--- src/logic/camd_pkg.sv ---
// package: addressing modes, operation classes, sizes and request structs
package camd_pkg;

  // ****************************************************************
  // widths and limits
  // ****************************************************************
  localparam int unsigned ADDR_W       = 16;
  localparam int unsigned DATA_W       = 8;
  localparam logic [15:0] ZPAGE_MASK   = 16'h00ff;
  localparam logic [15:0] ADDR_ZERO    = 16'h0000;
  localparam logic [7:0]  BYTE_ZERO    = 8'h00;
  localparam logic [2:0]  LEN_ONE      = 3'h1;
  localparam logic [2:0]  LEN_STEP     = 3'h1;
  localparam int unsigned MODE_COUNT   = 17;

  // ****************************************************************
  // the seventeen addressing modes
  // ****************************************************************
  typedef enum logic [4:0] {
    AM_INHERENT      = 5'h00,
    AM_IMMEDIATE     = 5'h01,
    AM_DIR_SHORT     = 5'h02,
    AM_DIR_LONG      = 5'h03,
    AM_IDX_NOOFF     = 5'h04,
    AM_IDX_SHORT     = 5'h05,
    AM_IDX_LONG      = 5'h06,
    AM_IND_SHORT     = 5'h07,
    AM_IND_LONG      = 5'h08,
    AM_INDIDX_SHORT  = 5'h09,
    AM_INDIDX_LONG   = 5'h0a,
    AM_REL_DIRECT    = 5'h0b,
    AM_REL_INDIRECT  = 5'h0c,
    AM_BIT_DIRECT    = 5'h0d,
    AM_BIT_INDIRECT  = 5'h0e,
    AM_BIT_DIR_REL   = 5'h0f,
    AM_BIT_IND_REL   = 5'h10
  } camd_mode_e;

  // ****************************************************************
  // operation classes that limit which modes are legal
  // ****************************************************************
  typedef enum logic [1:0] {
    OC_LOAD_ALU = 2'h0,   // load, compare, bit compare, logic, add/sub
    OC_MEM2MEM  = 2'h1,   // clear, complement, shifts, bit ops, inc/dec
    OC_JUMP     = 2'h2,   // call, jump, relative branches
    OC_OTHER    = 2'h3    // inherent-only operations
  } camd_class_e;

  // ****************************************************************
  // decoder states
  // ****************************************************************
  typedef enum logic [2:0] {
    ST_IDLE   = 3'h0,
    ST_FETCH  = 3'h1,
    ST_PTR_RD = 3'h2,
    ST_DISP   = 3'h3,
    ST_DONE   = 3'h4
  } camd_state_e;

  // ****************************************************************
  // carriers
  // ****************************************************************
  typedef struct packed {
    camd_mode_e  mode;
    camd_class_e op_class;
    logic        use_y;       // second index register selected
    logic [2:0]  bit_pos;
    logic [15:0] pc_next;     // address of first byte after opcode
    logic [7:0]  idx_x;
    logic [7:0]  idx_y;
  } camd_req_s;

  typedef struct packed {
    logic [15:0] ea;          // operand address
    logic [7:0]  imm;         // immediate operand
    logic [15:0] target;      // branch target
    logic [2:0]  bit_pos;
    logic [2:0]  length;      // whole instruction length in bytes
    logic        illegal;     // mode not allowed for the class
  } camd_res_s;

  typedef struct packed {
    logic [2:0] operand_bytes; // bytes after opcode (and prefix)
    logic       reads_ptr;
    logic       ptr_word;
    logic       has_disp;      // displacement byte in the stream
    logic       disp_in_mem;   // displacement read through pointer
    logic       indexed;
  } camd_info_s;

endpackage : camd_pkg

--- src/logic/camd_mode_table.sv ---
// mode table: operand byte count and fetch shape for each mode
`timescale 1ns/1ps
module camd_mode_table (
  // mode in
  input  wire camd_pkg::camd_mode_e  i_mode,
  input  wire logic                  i_use_y,
  // shape out
  output camd_pkg::camd_info_s       o_info
);

  always_comb begin
    o_info = '0;
    case (i_mode)
      camd_pkg::AM_INHERENT:     o_info.operand_bytes = 3'h0;
      camd_pkg::AM_IMMEDIATE:    o_info.operand_bytes = 3'h1;
      camd_pkg::AM_DIR_SHORT:    o_info.operand_bytes = 3'h1;
      camd_pkg::AM_DIR_LONG:     o_info.operand_bytes = 3'h2;
      camd_pkg::AM_IDX_NOOFF: begin
        // the y form costs one more byte in the stream
        o_info.operand_bytes = i_use_y ? 3'h1 : 3'h0;
        o_info.indexed       = 1'b1;
      end
      camd_pkg::AM_IDX_SHORT: begin
        o_info.operand_bytes = 3'h1;
        o_info.indexed       = 1'b1;
      end
      camd_pkg::AM_IDX_LONG: begin
        o_info.operand_bytes = 3'h2;
        o_info.indexed       = 1'b1;
      end
      camd_pkg::AM_IND_SHORT: begin
        o_info.operand_bytes = 3'h1;
        o_info.reads_ptr     = 1'b1;
      end
      camd_pkg::AM_IND_LONG: begin
        o_info.operand_bytes = 3'h1;
        o_info.reads_ptr     = 1'b1;
        o_info.ptr_word      = 1'b1;
      end
      camd_pkg::AM_INDIDX_SHORT: begin
        o_info.operand_bytes = 3'h1;
        o_info.reads_ptr     = 1'b1;
        o_info.indexed       = 1'b1;
      end
      camd_pkg::AM_INDIDX_LONG: begin
        o_info.operand_bytes = 3'h1;
        o_info.reads_ptr     = 1'b1;
        o_info.ptr_word      = 1'b1;
        o_info.indexed       = 1'b1;
      end
      camd_pkg::AM_REL_DIRECT: begin
        o_info.operand_bytes = 3'h1;
        o_info.has_disp      = 1'b1;
      end
      camd_pkg::AM_REL_INDIRECT: begin
        o_info.operand_bytes = 3'h1;
        o_info.reads_ptr     = 1'b1;
        o_info.disp_in_mem   = 1'b1;
      end
      camd_pkg::AM_BIT_DIRECT:   o_info.operand_bytes = 3'h1;
      camd_pkg::AM_BIT_INDIRECT: begin
        o_info.operand_bytes = 3'h1;
        o_info.reads_ptr     = 1'b1;
      end
      camd_pkg::AM_BIT_DIR_REL: begin
        o_info.operand_bytes = 3'h2;
        o_info.has_disp      = 1'b1;
      end
      camd_pkg::AM_BIT_IND_REL: begin
        o_info.operand_bytes = 3'h2;
        o_info.reads_ptr     = 1'b1;
        o_info.has_disp      = 1'b1;
      end
      default:                   o_info = '0;
    endcase
  end

endmodule : camd_mode_table

--- src/logic/camd_addr_calc.sv ---
// address arithmetic: unsigned index add and signed branch offset
`timescale 1ns/1ps
module camd_addr_calc (
  // operands
  input  wire logic [15:0] i_base,
  input  wire logic [7:0]  i_index,
  input  wire logic        i_add_index,
  input  wire logic [15:0] i_pc,
  input  wire logic [7:0]  i_disp,
  // results
  output logic      [15:0] o_ea,
  output logic      [15:0] o_target
);

  logic [15:0] disp_ext;

  always_comb begin
    // zero extend keeps the sum unsigned; short forms top out at 1fe
    o_ea     = i_base + (i_add_index ? {8'h00, i_index} : 16'h0000);
    // sign extend gives -128..+127 around the pc past the branch
    disp_ext = {{8{i_disp[7]}}, i_disp};
    o_target = i_pc + disp_ext;
  end

endmodule : camd_addr_calc

--- src/logic/camd_decoder.sv ---
// addressing mode decoder: fetches operand bytes, forms operand address
`timescale 1ns/1ps
module camd_decoder (
  // clock and reset
  input  wire logic                i_clock,
  input  wire logic                i_reset_n,
  // request from the core
  input  wire logic                i_start,
  input  wire camd_pkg::camd_req_s i_req,
  // memory read port, data valid one or more cycles after request, flagged by i_mem_valid
  output logic                     o_mem_rd,
  output logic [15:0]              o_mem_addr,
  input  wire logic [7:0]          i_mem_data,
  input  wire logic                i_mem_valid,
  // result to the core
  output logic                     o_busy,
  output logic                     o_done,
  output camd_pkg::camd_res_s      o_res
);

  // ****************************************************************
  // shape lookup
  // ****************************************************************
  camd_pkg::camd_info_s info;
  camd_pkg::camd_req_s  req_r, req_nxt;

  camd_mode_table camd_mode_table_inst (
    .i_mode (req_r.mode),
    .i_use_y(req_r.use_y),
    .o_info (info)
  );

  // ****************************************************************
  // state
  // ****************************************************************
  camd_pkg::camd_state_e state_r, state_nxt;
  logic [15:0] fetch_addr_r, fetch_addr_nxt; // next stream byte
  logic [15:0] word_r, word_nxt;             // assembled address/offset
  logic [2:0]  left_r, left_nxt;             // stream bytes still owed
  logic [1:0]  pleft_r, pleft_nxt;           // pointer bytes still owed
  logic [15:0] ptr_addr_r, ptr_addr_nxt;
  logic [7:0]  disp_r, disp_nxt;
  logic        pend_r, pend_nxt;             // read outstanding
  logic        mem_rd_r, mem_rd_nxt;
  logic [15:0] mem_addr_r, mem_addr_nxt;
  logic        done_r, done_nxt;
  camd_pkg::camd_res_s res_r, res_nxt;

  logic [15:0] ea;
  logic [15:0] target;
  logic [7:0]  index;
  logic        legal;
  logic [2:0]  extra_len;

  assign index = req_r.use_y ? req_r.idx_y : req_r.idx_x;

  camd_addr_calc camd_addr_calc_inst (
    .i_base     (word_r),
    .i_index    (index),
    .i_add_index(info.indexed),
    .i_pc       (fetch_addr_r),
    .i_disp     (disp_r),
    .o_ea       (ea),
    .o_target   (target)
  );

  // ****************************************************************
  // legality per operation class
  // ****************************************************************
  always_comb begin
    legal = 1'b1;
    case (req_r.op_class)
      camd_pkg::OC_LOAD_ALU:
        legal = !(req_r.mode inside {camd_pkg::AM_REL_DIRECT,
                  camd_pkg::AM_REL_INDIRECT, camd_pkg::AM_BIT_DIRECT,
                  camd_pkg::AM_BIT_INDIRECT, camd_pkg::AM_BIT_DIR_REL,
                  camd_pkg::AM_BIT_IND_REL});

      camd_pkg::OC_MEM2MEM:
        // long forms would need a wider read-modify-write path
        legal = !(req_r.mode inside {camd_pkg::AM_IMMEDIATE,
                  camd_pkg::AM_DIR_LONG, camd_pkg::AM_IDX_LONG,
                  camd_pkg::AM_IND_LONG, camd_pkg::AM_INDIDX_LONG,
                  camd_pkg::AM_REL_DIRECT,
                  camd_pkg::AM_REL_INDIRECT});

      camd_pkg::OC_JUMP:
        legal = (req_r.mode != camd_pkg::AM_IMMEDIATE);

      camd_pkg::OC_OTHER:
        legal = (req_r.mode == camd_pkg::AM_INHERENT);

      default: legal = 1'b0;
    endcase
  end

  // ****************************************************************
  // sequencer
  // ****************************************************************
  always_comb begin
    state_nxt      = state_r;
    req_nxt        = req_r;
    fetch_addr_nxt = fetch_addr_r;
    word_nxt       = word_r;
    left_nxt       = left_r;
    pleft_nxt      = pleft_r;
    ptr_addr_nxt   = ptr_addr_r;
    disp_nxt       = disp_r;
    pend_nxt       = pend_r;
    mem_rd_nxt     = 1'b0;
    mem_addr_nxt   = mem_addr_r;
    done_nxt       = 1'b0;
    res_nxt        = res_r;
    extra_len      = 3'h0;

    case (state_r)
      camd_pkg::ST_IDLE: begin
        // no start in the done cycle, the core takes the result first
        if (i_start && !done_r) begin
          req_nxt        = i_req;
          fetch_addr_nxt = i_req.pc_next;
          word_nxt       = camd_pkg::ADDR_ZERO;
          disp_nxt       = camd_pkg::BYTE_ZERO;
          pend_nxt       = 1'b0;
          state_nxt      = camd_pkg::ST_FETCH;
          left_nxt       = 3'h7; // loaded from table next cycle
        end
      end

      camd_pkg::ST_FETCH: begin
        if (left_r == 3'h7) begin
          // a y no-offset prefix-like byte is skipped, not used
          left_nxt  = info.operand_bytes - (info.has_disp ? 3'h1 : 3'h0);
          pleft_nxt = info.ptr_word ? 2'h2 : 2'h1;
          if (req_r.mode == camd_pkg::AM_IDX_NOOFF && req_r.use_y)
            fetch_addr_nxt = fetch_addr_r + 16'h0001;
          if (req_r.mode == camd_pkg::AM_IDX_NOOFF) left_nxt = 3'h0;
        end else if (pend_r) begin
          if (i_mem_valid) begin
            pend_nxt       = 1'b0;
            fetch_addr_nxt = fetch_addr_r + 16'h0001;
            left_nxt       = left_r - 3'h1;
            if (req_r.mode == camd_pkg::AM_REL_DIRECT)
              disp_nxt = i_mem_data;
            else
              word_nxt = {word_r[7:0], i_mem_data};
          end
        end else if (left_r != 3'h0) begin
          mem_rd_nxt   = 1'b1;
          mem_addr_nxt = fetch_addr_r;
          pend_nxt     = 1'b1;
        end else if (info.reads_ptr) begin
          // pointer lives in page zero
          ptr_addr_nxt = word_r & camd_pkg::ZPAGE_MASK;
          word_nxt     = camd_pkg::ADDR_ZERO;
          state_nxt    = camd_pkg::ST_PTR_RD;
        end else if (info.has_disp) begin
          state_nxt = camd_pkg::ST_DISP;
        end else begin
          state_nxt = camd_pkg::ST_DONE;
        end
      end

      camd_pkg::ST_PTR_RD: begin
        if (pend_r) begin
          if (i_mem_valid) begin
            pend_nxt     = 1'b0;
            pleft_nxt    = pleft_r - 2'h1;
            ptr_addr_nxt = ptr_addr_r + 16'h0001;
            if (info.disp_in_mem)
              disp_nxt = i_mem_data;
            else
              word_nxt = {word_r[7:0], i_mem_data};
          end
        end else if (pleft_r != 2'h0) begin
          mem_rd_nxt   = 1'b1;
          mem_addr_nxt = ptr_addr_r;
          pend_nxt     = 1'b1;
        end else if (info.has_disp) begin
          state_nxt = camd_pkg::ST_DISP;
        end else begin
          state_nxt = camd_pkg::ST_DONE;
        end
      end

      camd_pkg::ST_DISP: begin
        // relative direct and test-and-branch forms: displacement is the last stream byte
        if (pend_r) begin
          if (i_mem_valid) begin
            pend_nxt       = 1'b0;
            disp_nxt       = i_mem_data;
            fetch_addr_nxt = fetch_addr_r + 16'h0001;
            state_nxt      = camd_pkg::ST_DONE;
          end
        end else begin
          mem_rd_nxt   = 1'b1;
          mem_addr_nxt = fetch_addr_r;
          pend_nxt     = 1'b1;
        end
      end

      camd_pkg::ST_DONE: begin
        if (req_r.mode == camd_pkg::AM_IDX_NOOFF)
          extra_len = req_r.use_y ? 3'h1 : 3'h0;
        res_nxt.length  = camd_pkg::LEN_ONE + info.operand_bytes;
        res_nxt.bit_pos = req_r.bit_pos;
        res_nxt.illegal = !legal;
        res_nxt.imm     = word_r[7:0];
        res_nxt.target  = target;
        case (req_r.mode)
          camd_pkg::AM_INHERENT, camd_pkg::AM_IMMEDIATE,
          camd_pkg::AM_REL_DIRECT, camd_pkg::AM_REL_INDIRECT:
            res_nxt.ea = camd_pkg::ADDR_ZERO;
          camd_pkg::AM_DIR_SHORT, camd_pkg::AM_IND_SHORT,
          camd_pkg::AM_BIT_DIRECT, camd_pkg::AM_BIT_INDIRECT,
          camd_pkg::AM_BIT_DIR_REL, camd_pkg::AM_BIT_IND_REL:
            res_nxt.ea = word_r & camd_pkg::ZPAGE_MASK;
          camd_pkg::AM_IDX_NOOFF:
            res_nxt.ea = {8'h00, index};
          default:
            res_nxt.ea = ea;
        endcase
        if (extra_len != 3'h0)
          res_nxt.length = camd_pkg::LEN_ONE + camd_pkg::LEN_STEP;
        done_nxt  = 1'b1;
        state_nxt = camd_pkg::ST_IDLE;
      end

      default: state_nxt = camd_pkg::ST_IDLE;
    endcase
  end

  always_ff @(posedge i_clock or negedge i_reset_n) begin
    if (!i_reset_n) begin
      state_r      <= camd_pkg::ST_IDLE;
      req_r        <= '0;
      fetch_addr_r <= camd_pkg::ADDR_ZERO;
      word_r       <= camd_pkg::ADDR_ZERO;
      left_r       <= 3'h0;
      pleft_r      <= 2'h0;
      ptr_addr_r   <= camd_pkg::ADDR_ZERO;
      disp_r       <= camd_pkg::BYTE_ZERO;
      pend_r       <= 1'b0;
      mem_rd_r     <= 1'b0;
      mem_addr_r   <= camd_pkg::ADDR_ZERO;
      done_r       <= 1'b0;
      res_r        <= '0;
    end else begin
      state_r      <= state_nxt;
      req_r        <= req_nxt;
      fetch_addr_r <= fetch_addr_nxt;
      word_r       <= word_nxt;
      left_r       <= left_nxt;
      pleft_r      <= pleft_nxt;
      ptr_addr_r   <= ptr_addr_nxt;
      disp_r       <= disp_nxt;
      pend_r       <= pend_nxt;
      mem_rd_r     <= mem_rd_nxt;
      mem_addr_r   <= mem_addr_nxt;
      done_r       <= done_nxt;
      res_r        <= res_nxt;
    end
  end

  // busy is its own flop, loaded from the next state
  logic busy_r, busy_nxt;
  always_comb begin
    busy_nxt = (state_nxt != camd_pkg::ST_IDLE);
  end
  always_ff @(posedge i_clock or negedge i_reset_n) begin
    if (!i_reset_n) busy_r <= 1'b0;
    else            busy_r <= busy_nxt;
  end

  assign o_mem_rd   = mem_rd_r;
  assign o_mem_addr = mem_addr_r;
  assign o_done     = done_r;
  assign o_res      = res_r;
  assign o_busy     = busy_r;

endmodule : camd_decoder

--- config.mk ---
export PLATFORM = sky130hd
export DESIGN_NAME = camd_decoder
export DESIGN_NICKNAME = d
export VERILOG_FILES = /design/src/logic/camd_pkg.sv /design/src/logic/camd_mode_table.sv /design/src/logic/camd_addr_calc.sv /design/src/logic/camd_decoder.sv
export SDC_FILE = /design/constraint.sdc
export NUM_CORES = 1
export LEC_CHECK = 0
export BUFFER_PORTS_ARGS = -buffer_cell sky130_fd_sc_hd__buf_2
export CORE_MARGIN = 3
export CORE_UTILIZATION = 45
export CTS_CLUSTER_DIAMETER = 60
export DETAILED_ROUTE_END_ITERATION = 12
export GPL_TIMING_DRIVEN = 0
export PLACE_DENSITY = 0.77
export SLEW_MARGIN = 20
export SYNTH_ARGS = -nofsm -noshare
export SYNTH_HDL_FRONTEND = slang
export SYNTH_SLANG_ARGS = --single-unit
--- constraint.sdc ---
create_clock -name i_clock -period 4.55 [get_ports i_clock]
set_input_delay 0.91 -clock i_clock [delete_from_list [all_inputs] [get_ports i_clock]]
set_output_delay 0.91 -clock i_clock [all_outputs]
set_load 0.01 [all_outputs]
==> impl_results.html <==
<table>
<tr><th>Metric</th><th>Value</th></tr>
<tr><th colspan="2">Status</th></tr>
<tr><td>Result of the run</td><td>complete, no violations</td></tr>
<tr><th colspan="2">Synthesis</th></tr>
<tr><td>Synth Register Bits</td><td>158</td></tr>
<tr><td>Post-synthesis async set-or-reset flop share</td><td>1.00</td></tr>
<tr><td>Main combinational cell family by area after synthesis</td><td>simple AND/OR/NAND/NOR gates</td></tr>
<tr><td>Synthesized-area fraction occupied by ao, oa, aoi and oai cells</td><td>0.193</td></tr>
<tr><td>Synth Instances</td><td>1045</td></tr>
<tr><td>Post-synthesis share of cell area spent on xor and xnor gates</td><td>0.0273</td></tr>
<tr><td>Share of the synthesized area in the top cell type</td><td>0.440</td></tr>
<tr><td>Number of enable flip-flop cells after synthesis</td><td>0</td></tr>
<tr><td>Synthesized area divided by synthesized cell count</td><td>8.60 um2</td></tr>
<tr><td>Main synth FF type</td><td>sky130_fd_sc_hd__dfrtp_1</td></tr>
<tr><td>Fraction of the mapped netlist area in simple logic gates</td><td>0.209</td></tr>
<tr><td>Adder-cell share of the synthesized area</td><td>0.0513</td></tr>
<tr><td>Sequential-to-total area share from yosys stat</td><td>0.440</td></tr>
<tr><td>Most area-hungry cell type in the Yosys netlist</td><td>sky130_fd_sc_hd__dfrtp_1</td></tr>
<tr><td>Syn Nets</td><td>1134</td></tr>
<tr><td>Number of synthesis warnings</td><td>0</td></tr>
<tr><td>Leading post-synthesis cells by cell area</td><td>sky130_fd_sc_hd__dfrtp_1, sky130_fd_sc_hd__nand2_1, sky130_fd_sc_hd__o21ai_0, sky130_fd_sc_hd__ha_1, sky130_fd_sc_hd__mux2i_1</td></tr>
<tr><td>Count of different cell masters after synthesis</td><td>68</td></tr>
<tr><td>Mapped Area</td><td>8980 um2</td></tr>
<tr><td>Top cells by instance count after synthesis</td><td>sky130_fd_sc_hd__nand2_1, sky130_fd_sc_hd__dfrtp_1, sky130_fd_sc_hd__o21ai_0, sky130_fd_sc_hd__nor2_1, sky130_fd_sc_hd__a21oi_1</td></tr>
<tr><td>Most common cell in the netlist</td><td>sky130_fd_sc_hd__nand2_1</td></tr>
<tr><td>Share of cell area taken by muxes after synthesis</td><td>0.0348</td></tr>
<tr><th colspan="2">Cells and area</th></tr>
<tr><td>Diodes inserted</td><td>0</td></tr>
<tr><td>Proportion of layout cells with a drive suffix above 1</td><td>0.144</td></tr>
<tr><td>P&amp;R area growth vs syn</td><td>18.0%</td></tr>
<tr><td>Storage cell area</td><td>3950 um2</td></tr>
<tr><td>Multi-input logic area</td><td>4640 um2</td></tr>
<tr><td>Count of nets after finishing</td><td>1274</td></tr>
<tr><td>Final instance count without filler cells</td><td>1462</td></tr>
<tr><td>Fill cells</td><td>1787</td></tr>
<tr><th colspan="2">Detailed routing</th></tr>
<tr><td>Vias/cell</td><td>5.81</td></tr>
<tr><td>Antenna-violating nets left</td><td>0</td></tr>
<tr><td>Detailed-routing iteration count for the pre-antenna-repair pass</td><td>5</td></tr>
<tr><td>Final routed wirelength across all metal layers</td><td>26.3 mm</td></tr>
<tr><td>Iteration-0 DRC Markers</td><td>795</td></tr>
<tr><td>Number of vias after detailed routing</td><td>8492</td></tr>
<tr><td>Routed WL per cell</td><td>18.0 um</td></tr>
<tr><td>DRC violation count after routing</td><td>0</td></tr>
<tr><th colspan="2">Floorplan</th></tr>
<tr><td>Placeable core area</td><td>19500 um2</td></tr>
<tr><td>Total Die Area</td><td>21700 um2</td></tr>
<tr><td>Die width</td><td>147 um</td></tr>
<tr><td>Number of cell rows</td><td>51</td></tr>
<tr><td>Starting density of the core</td><td>0.460</td></tr>
<tr><td>Number of top-level pins</td><td>121</td></tr>
<tr><td>Die extent in y</td><td>147 um</td></tr>
<tr><th colspan="2">Critical path</th></tr>
<tr><td>Critical path buffer and inverter count</td><td>3</td></tr>
<tr><td>Data arrival, critical path</td><td>4500 ps</td></tr>
<tr><td>Critical Path Sink Type</td><td>flop</td></tr>
<tr><td>Most common cell on crit path</td><td>sky130_fd_sc_hd__clkbuf_1</td></tr>
<tr><td>Start-to-end type of the worst setup path</td><td>reg2reg</td></tr>
<tr><td>Setup slack, reg-to-reg</td><td>390 ps</td></tr>
<tr><td>Critical-path cell with the highest stage delay</td><td>sky130_fd_sc_hd__a2111oi_1</td></tr>
<tr><td>CP Launch Point</td><td>req_r[40]</td></tr>
<tr><td>Top Family by Delay on Critical Path</td><td>compound AO/OA/AOI/OAI gates</td></tr>
<tr><td>Startpoint of the worst register-to-register path</td><td>req_r[40]</td></tr>
<tr><td>Category of the worst setup path launch point</td><td>flop</td></tr>
<tr><td>Crit path largest cell delay</td><td>860 ps</td></tr>
<tr><td>CP Data Required Time</td><td>4890 ps</td></tr>
<tr><td>Series of cell instances along the critical path</td><td>buf_6 -&gt; clkbuf_1 -&gt; clkbuf_1 -&gt; o2111ai_2 -&gt; nor2_1 -&gt; ha_1 -&gt; fa_1 -&gt; a21oi_1 -&gt; o21ai_0 -&gt; a2111oi_1 -&gt; nor3_1 -&gt; xnor2_1 -&gt; o31ai_1</td></tr>
<tr><td>Largest fanout on the critical path</td><td>10</td></tr>
<tr><th colspan="2">Clock network</th></tr>
<tr><td>Clock tree from TritonCTS</td><td>built</td></tr>
<tr><td>CTS Sinks</td><td>158</td></tr>
<tr><td>Clock root cell</td><td>sky130_fd_sc_hd__clkbuf_16</td></tr>
<tr><td>Buffers from clock root to sink, at most</td><td>2</td></tr>
<tr><td>Clock-pin slew of the registers on the worst-case setup and hold paths</td><td>60 ps</td></tr>
<tr><td>Count of H-tree levels built during CTS</td><td>4</td></tr>
<tr><td>Hold-fix buffers at CTS</td><td>0</td></tr>
<tr><td>Insertion delay to the later sink of the worst-skew pair</td><td>440 ps</td></tr>
<tr><td>Clock buffers created by TritonCTS</td><td>17</td></tr>
<tr><th colspan="2">STA</th></tr>
<tr><td>Clock skew after layout</td><td>9.40 ps</td></tr>
<tr><td>Setup TNS</td><td>0 ps</td></tr>
<tr><td>Period utilization</td><td>0.914</td></tr>
<tr><td>Setup repair after global routing missed its margin</td><td>no</td></tr>
<tr><td>Achievable clock frequency</td><td>240 MHz</td></tr>
<tr><td>Slew HR</td><td>0.373</td></tr>
<tr><td>Worst-Margin Slew</td><td>937 ps</td></tr>
<tr><td>Pins over their slew limit</td><td>0</td></tr>
<tr><td>Final Critical Period</td><td>4160 ps</td></tr>
<tr><td>Setup Viol. Count Final</td><td>0</td></tr>
<tr><td>Fin. Hold Viols</td><td>0</td></tr>
<tr><th colspan="2">Placed design</th></tr>
<tr><td>Placed Instances</td><td>1431</td></tr>
<tr><td>HPWL Detailed</td><td>19.3 mm</td></tr>
<tr><td>Number of I/O port buffers</td><td>120</td></tr>
<tr><td>Final RePlAce weighted congestion</td><td>0.917</td></tr>
<tr><th colspan="2">Global route</th></tr>
<tr><td>Number of antenna violations at the first check in global routing</td><td>0</td></tr>
<tr><td>Wire length of the first global-routing pass</td><td>42.0 mm</td></tr>
<tr><td>Global route overflow</td><td>0</td></tr>
<tr><td>Via count of the first global-routing pass</td><td>8083</td></tr>
<tr><td>Global Route Usage Sum</td><td>0.243</td></tr>
<tr><td>Pin count of the biggest net entering global routing</td><td>90</td></tr>
<tr><th colspan="2">Power</th></tr>
<tr><td>Total chip power</td><td>0.00792 W</td></tr>
<tr><td>Max VDD drop</td><td>349 uV</td></tr>
<tr><td>Power per unit of standard cell area</td><td>747 nW/um2</td></tr>
<tr><td>Leak</td><td>5.07 nW</td></tr>
<tr><th colspan="2">Hold path</th></tr>
<tr><td>Path class of the lowest-slack min-delay path</td><td>in2async</td></tr>
<tr><th colspan="2">Job</th></tr>
<tr><td>Max-cap violations</td><td>0</td></tr>
</table>
path summary, 6_finish.rpt:
check                                 end  depth (start not counted)
worst max-delay path            o_res[43]                         13
worst min-delay path            o_res[20]                          1
worst max register to register  o_res[43]                         13
worst min register to register   o_res[6]                          2
max in group asynchronous       o_res[37]                          2
min in group i_clock             o_res[6]                          2
placed cells by master (no fill, tap or decap), drive strengths merged, types with 3 or more instances in the layout:
cell | synthesis | routed
and2 | 5 | 5
a31oi | 8 | 8
a22oi | 8 | 8
bufinv | 0 | 4
nor4 | 10 | 10
o21ai | 95 | 95
nor2b | 8 | 8
a221oi | 11 | 11
nand3 | 49 | 49
xnor2 | 20 | 20
o31ai | 9 | 9
a22o | 5 | 5
or3b | 3 | 3
clkbuf | 41 | 60
o22ai | 32 | 32
xor2 | 8 | 8
nand2b | 11 | 11
nand2 | 199 | 199
nand4 | 10 | 10
nor2 | 71 | 71
clkinvlp | 0 | 3
dfrtp | 158 | 158
inv | 46 | 49
ha | 32 | 32
nor3b | 3 | 3
buf | 14 | 135
o21a | 6 | 6
a211oi | 9 | 9
and3 | 13 | 13
a21oi | 56 | 56
or4 | 3 | 3
a21o | 8 | 8
mux2i | 30 | 30
nor3 | 20 | 20
o211ai | 6 | 6
kinds of logic (layout without fill, tap and decap cells):
logic type | Yosys count | count (layout)
xor gates and xnor gates | 28 | 28
and+or+nand+nor | 416 | 416
AOI/OAI and AO/OA | 276 | 276
adders and majority gates | 36 | 36
DFF | 158 | 158
muxes | 30 | 30
buffers and inverters | 101 | 253
power by group:
part | internal (W) | total (W) | switching [W]
Combinational | 0.00144 | 0.00393 | 0.00249
Clock | 0.000949 | 0.00155 | 0.000600
Sequential | 0.00194 | 0.00244 | 0.000496
state kept, by name, summed over array words and instances, names as in the netlist, 2 cells and up:
signal and cells:
disp_r 8, fetch_addr_r 16, left_r 3, o_mem_addr 16
o_res 47, pleft_r 2, ptr_addr_r 16, req_r 27
state_r 3, word_r 16
timing repair:
action                     4_1_cts  5_1_grt
setup endpoints to repair        2        4
pin swaps                        0        0
setup buffers                    0        0
resized for setup                1        1
cell type report:
type,instances,area share
clock inverter,12,0.0172
sequential,158,0.373
inverter,46,0.0163
timing repair buffer,121,0.0602
clock buffer,19,0.0427
multi-input combinational,786,0.438
buffer,55,0.0214
tap,265,0.0313
stage by stage:
| step | hold slack (ps) | setup WS [ps] | util | cell area [um2] |
|---|---|---|---|---|
| 2_1_floorplan | 439 | 925 | - | 8980 |
| 3_3_place_gp | 452 | 167 | 0.508 | 9920 |
| 3_5_place_dp | 462 | 50.7 | 0.510 | 9960 |
| 4_1_cts | 444 | 178 | 0.543 | 10600 |
| 5_1_grt | 458 | 86.6 | 0.543 | 10600 |
| 6_report | 433 | 390 | 0.543 | 10600 |
per-layer routing:
metal / track usage / vias to the layer above / wire length, um
met4: 0.118 / 0 / 1120
met3: 0.0506 / 68 / 1830
met5: 0 / - / 0
li1: - / 4010 / -
met2: 0.384 / 335 / 12300
met1: 0.320 / 4079 / 11000
worst reg2reg max path: stages, from the launching register on:
cell and delay [ps]:
sky130_fd_sc_hd__dfrtp_1 370, sky130_fd_sc_hd__buf_6 130, sky130_fd_sc_hd__clkbuf_1 200, sky130_fd_sc_hd__clkbuf_1 290
sky130_fd_sc_hd__o2111ai_2 510, sky130_fd_sc_hd__nor2_1 120, sky130_fd_sc_hd__ha_1 250, sky130_fd_sc_hd__fa_1 430
sky130_fd_sc_hd__a21oi_1 220, sky130_fd_sc_hd__o21ai_0 160, sky130_fd_sc_hd__a2111oi_1 860, sky130_fd_sc_hd__nor3_1 150
sky130_fd_sc_hd__xnor2_1 160, sky130_fd_sc_hd__o31ai_1 200
No activity file was read; power rests on OpenSTA's default activity.
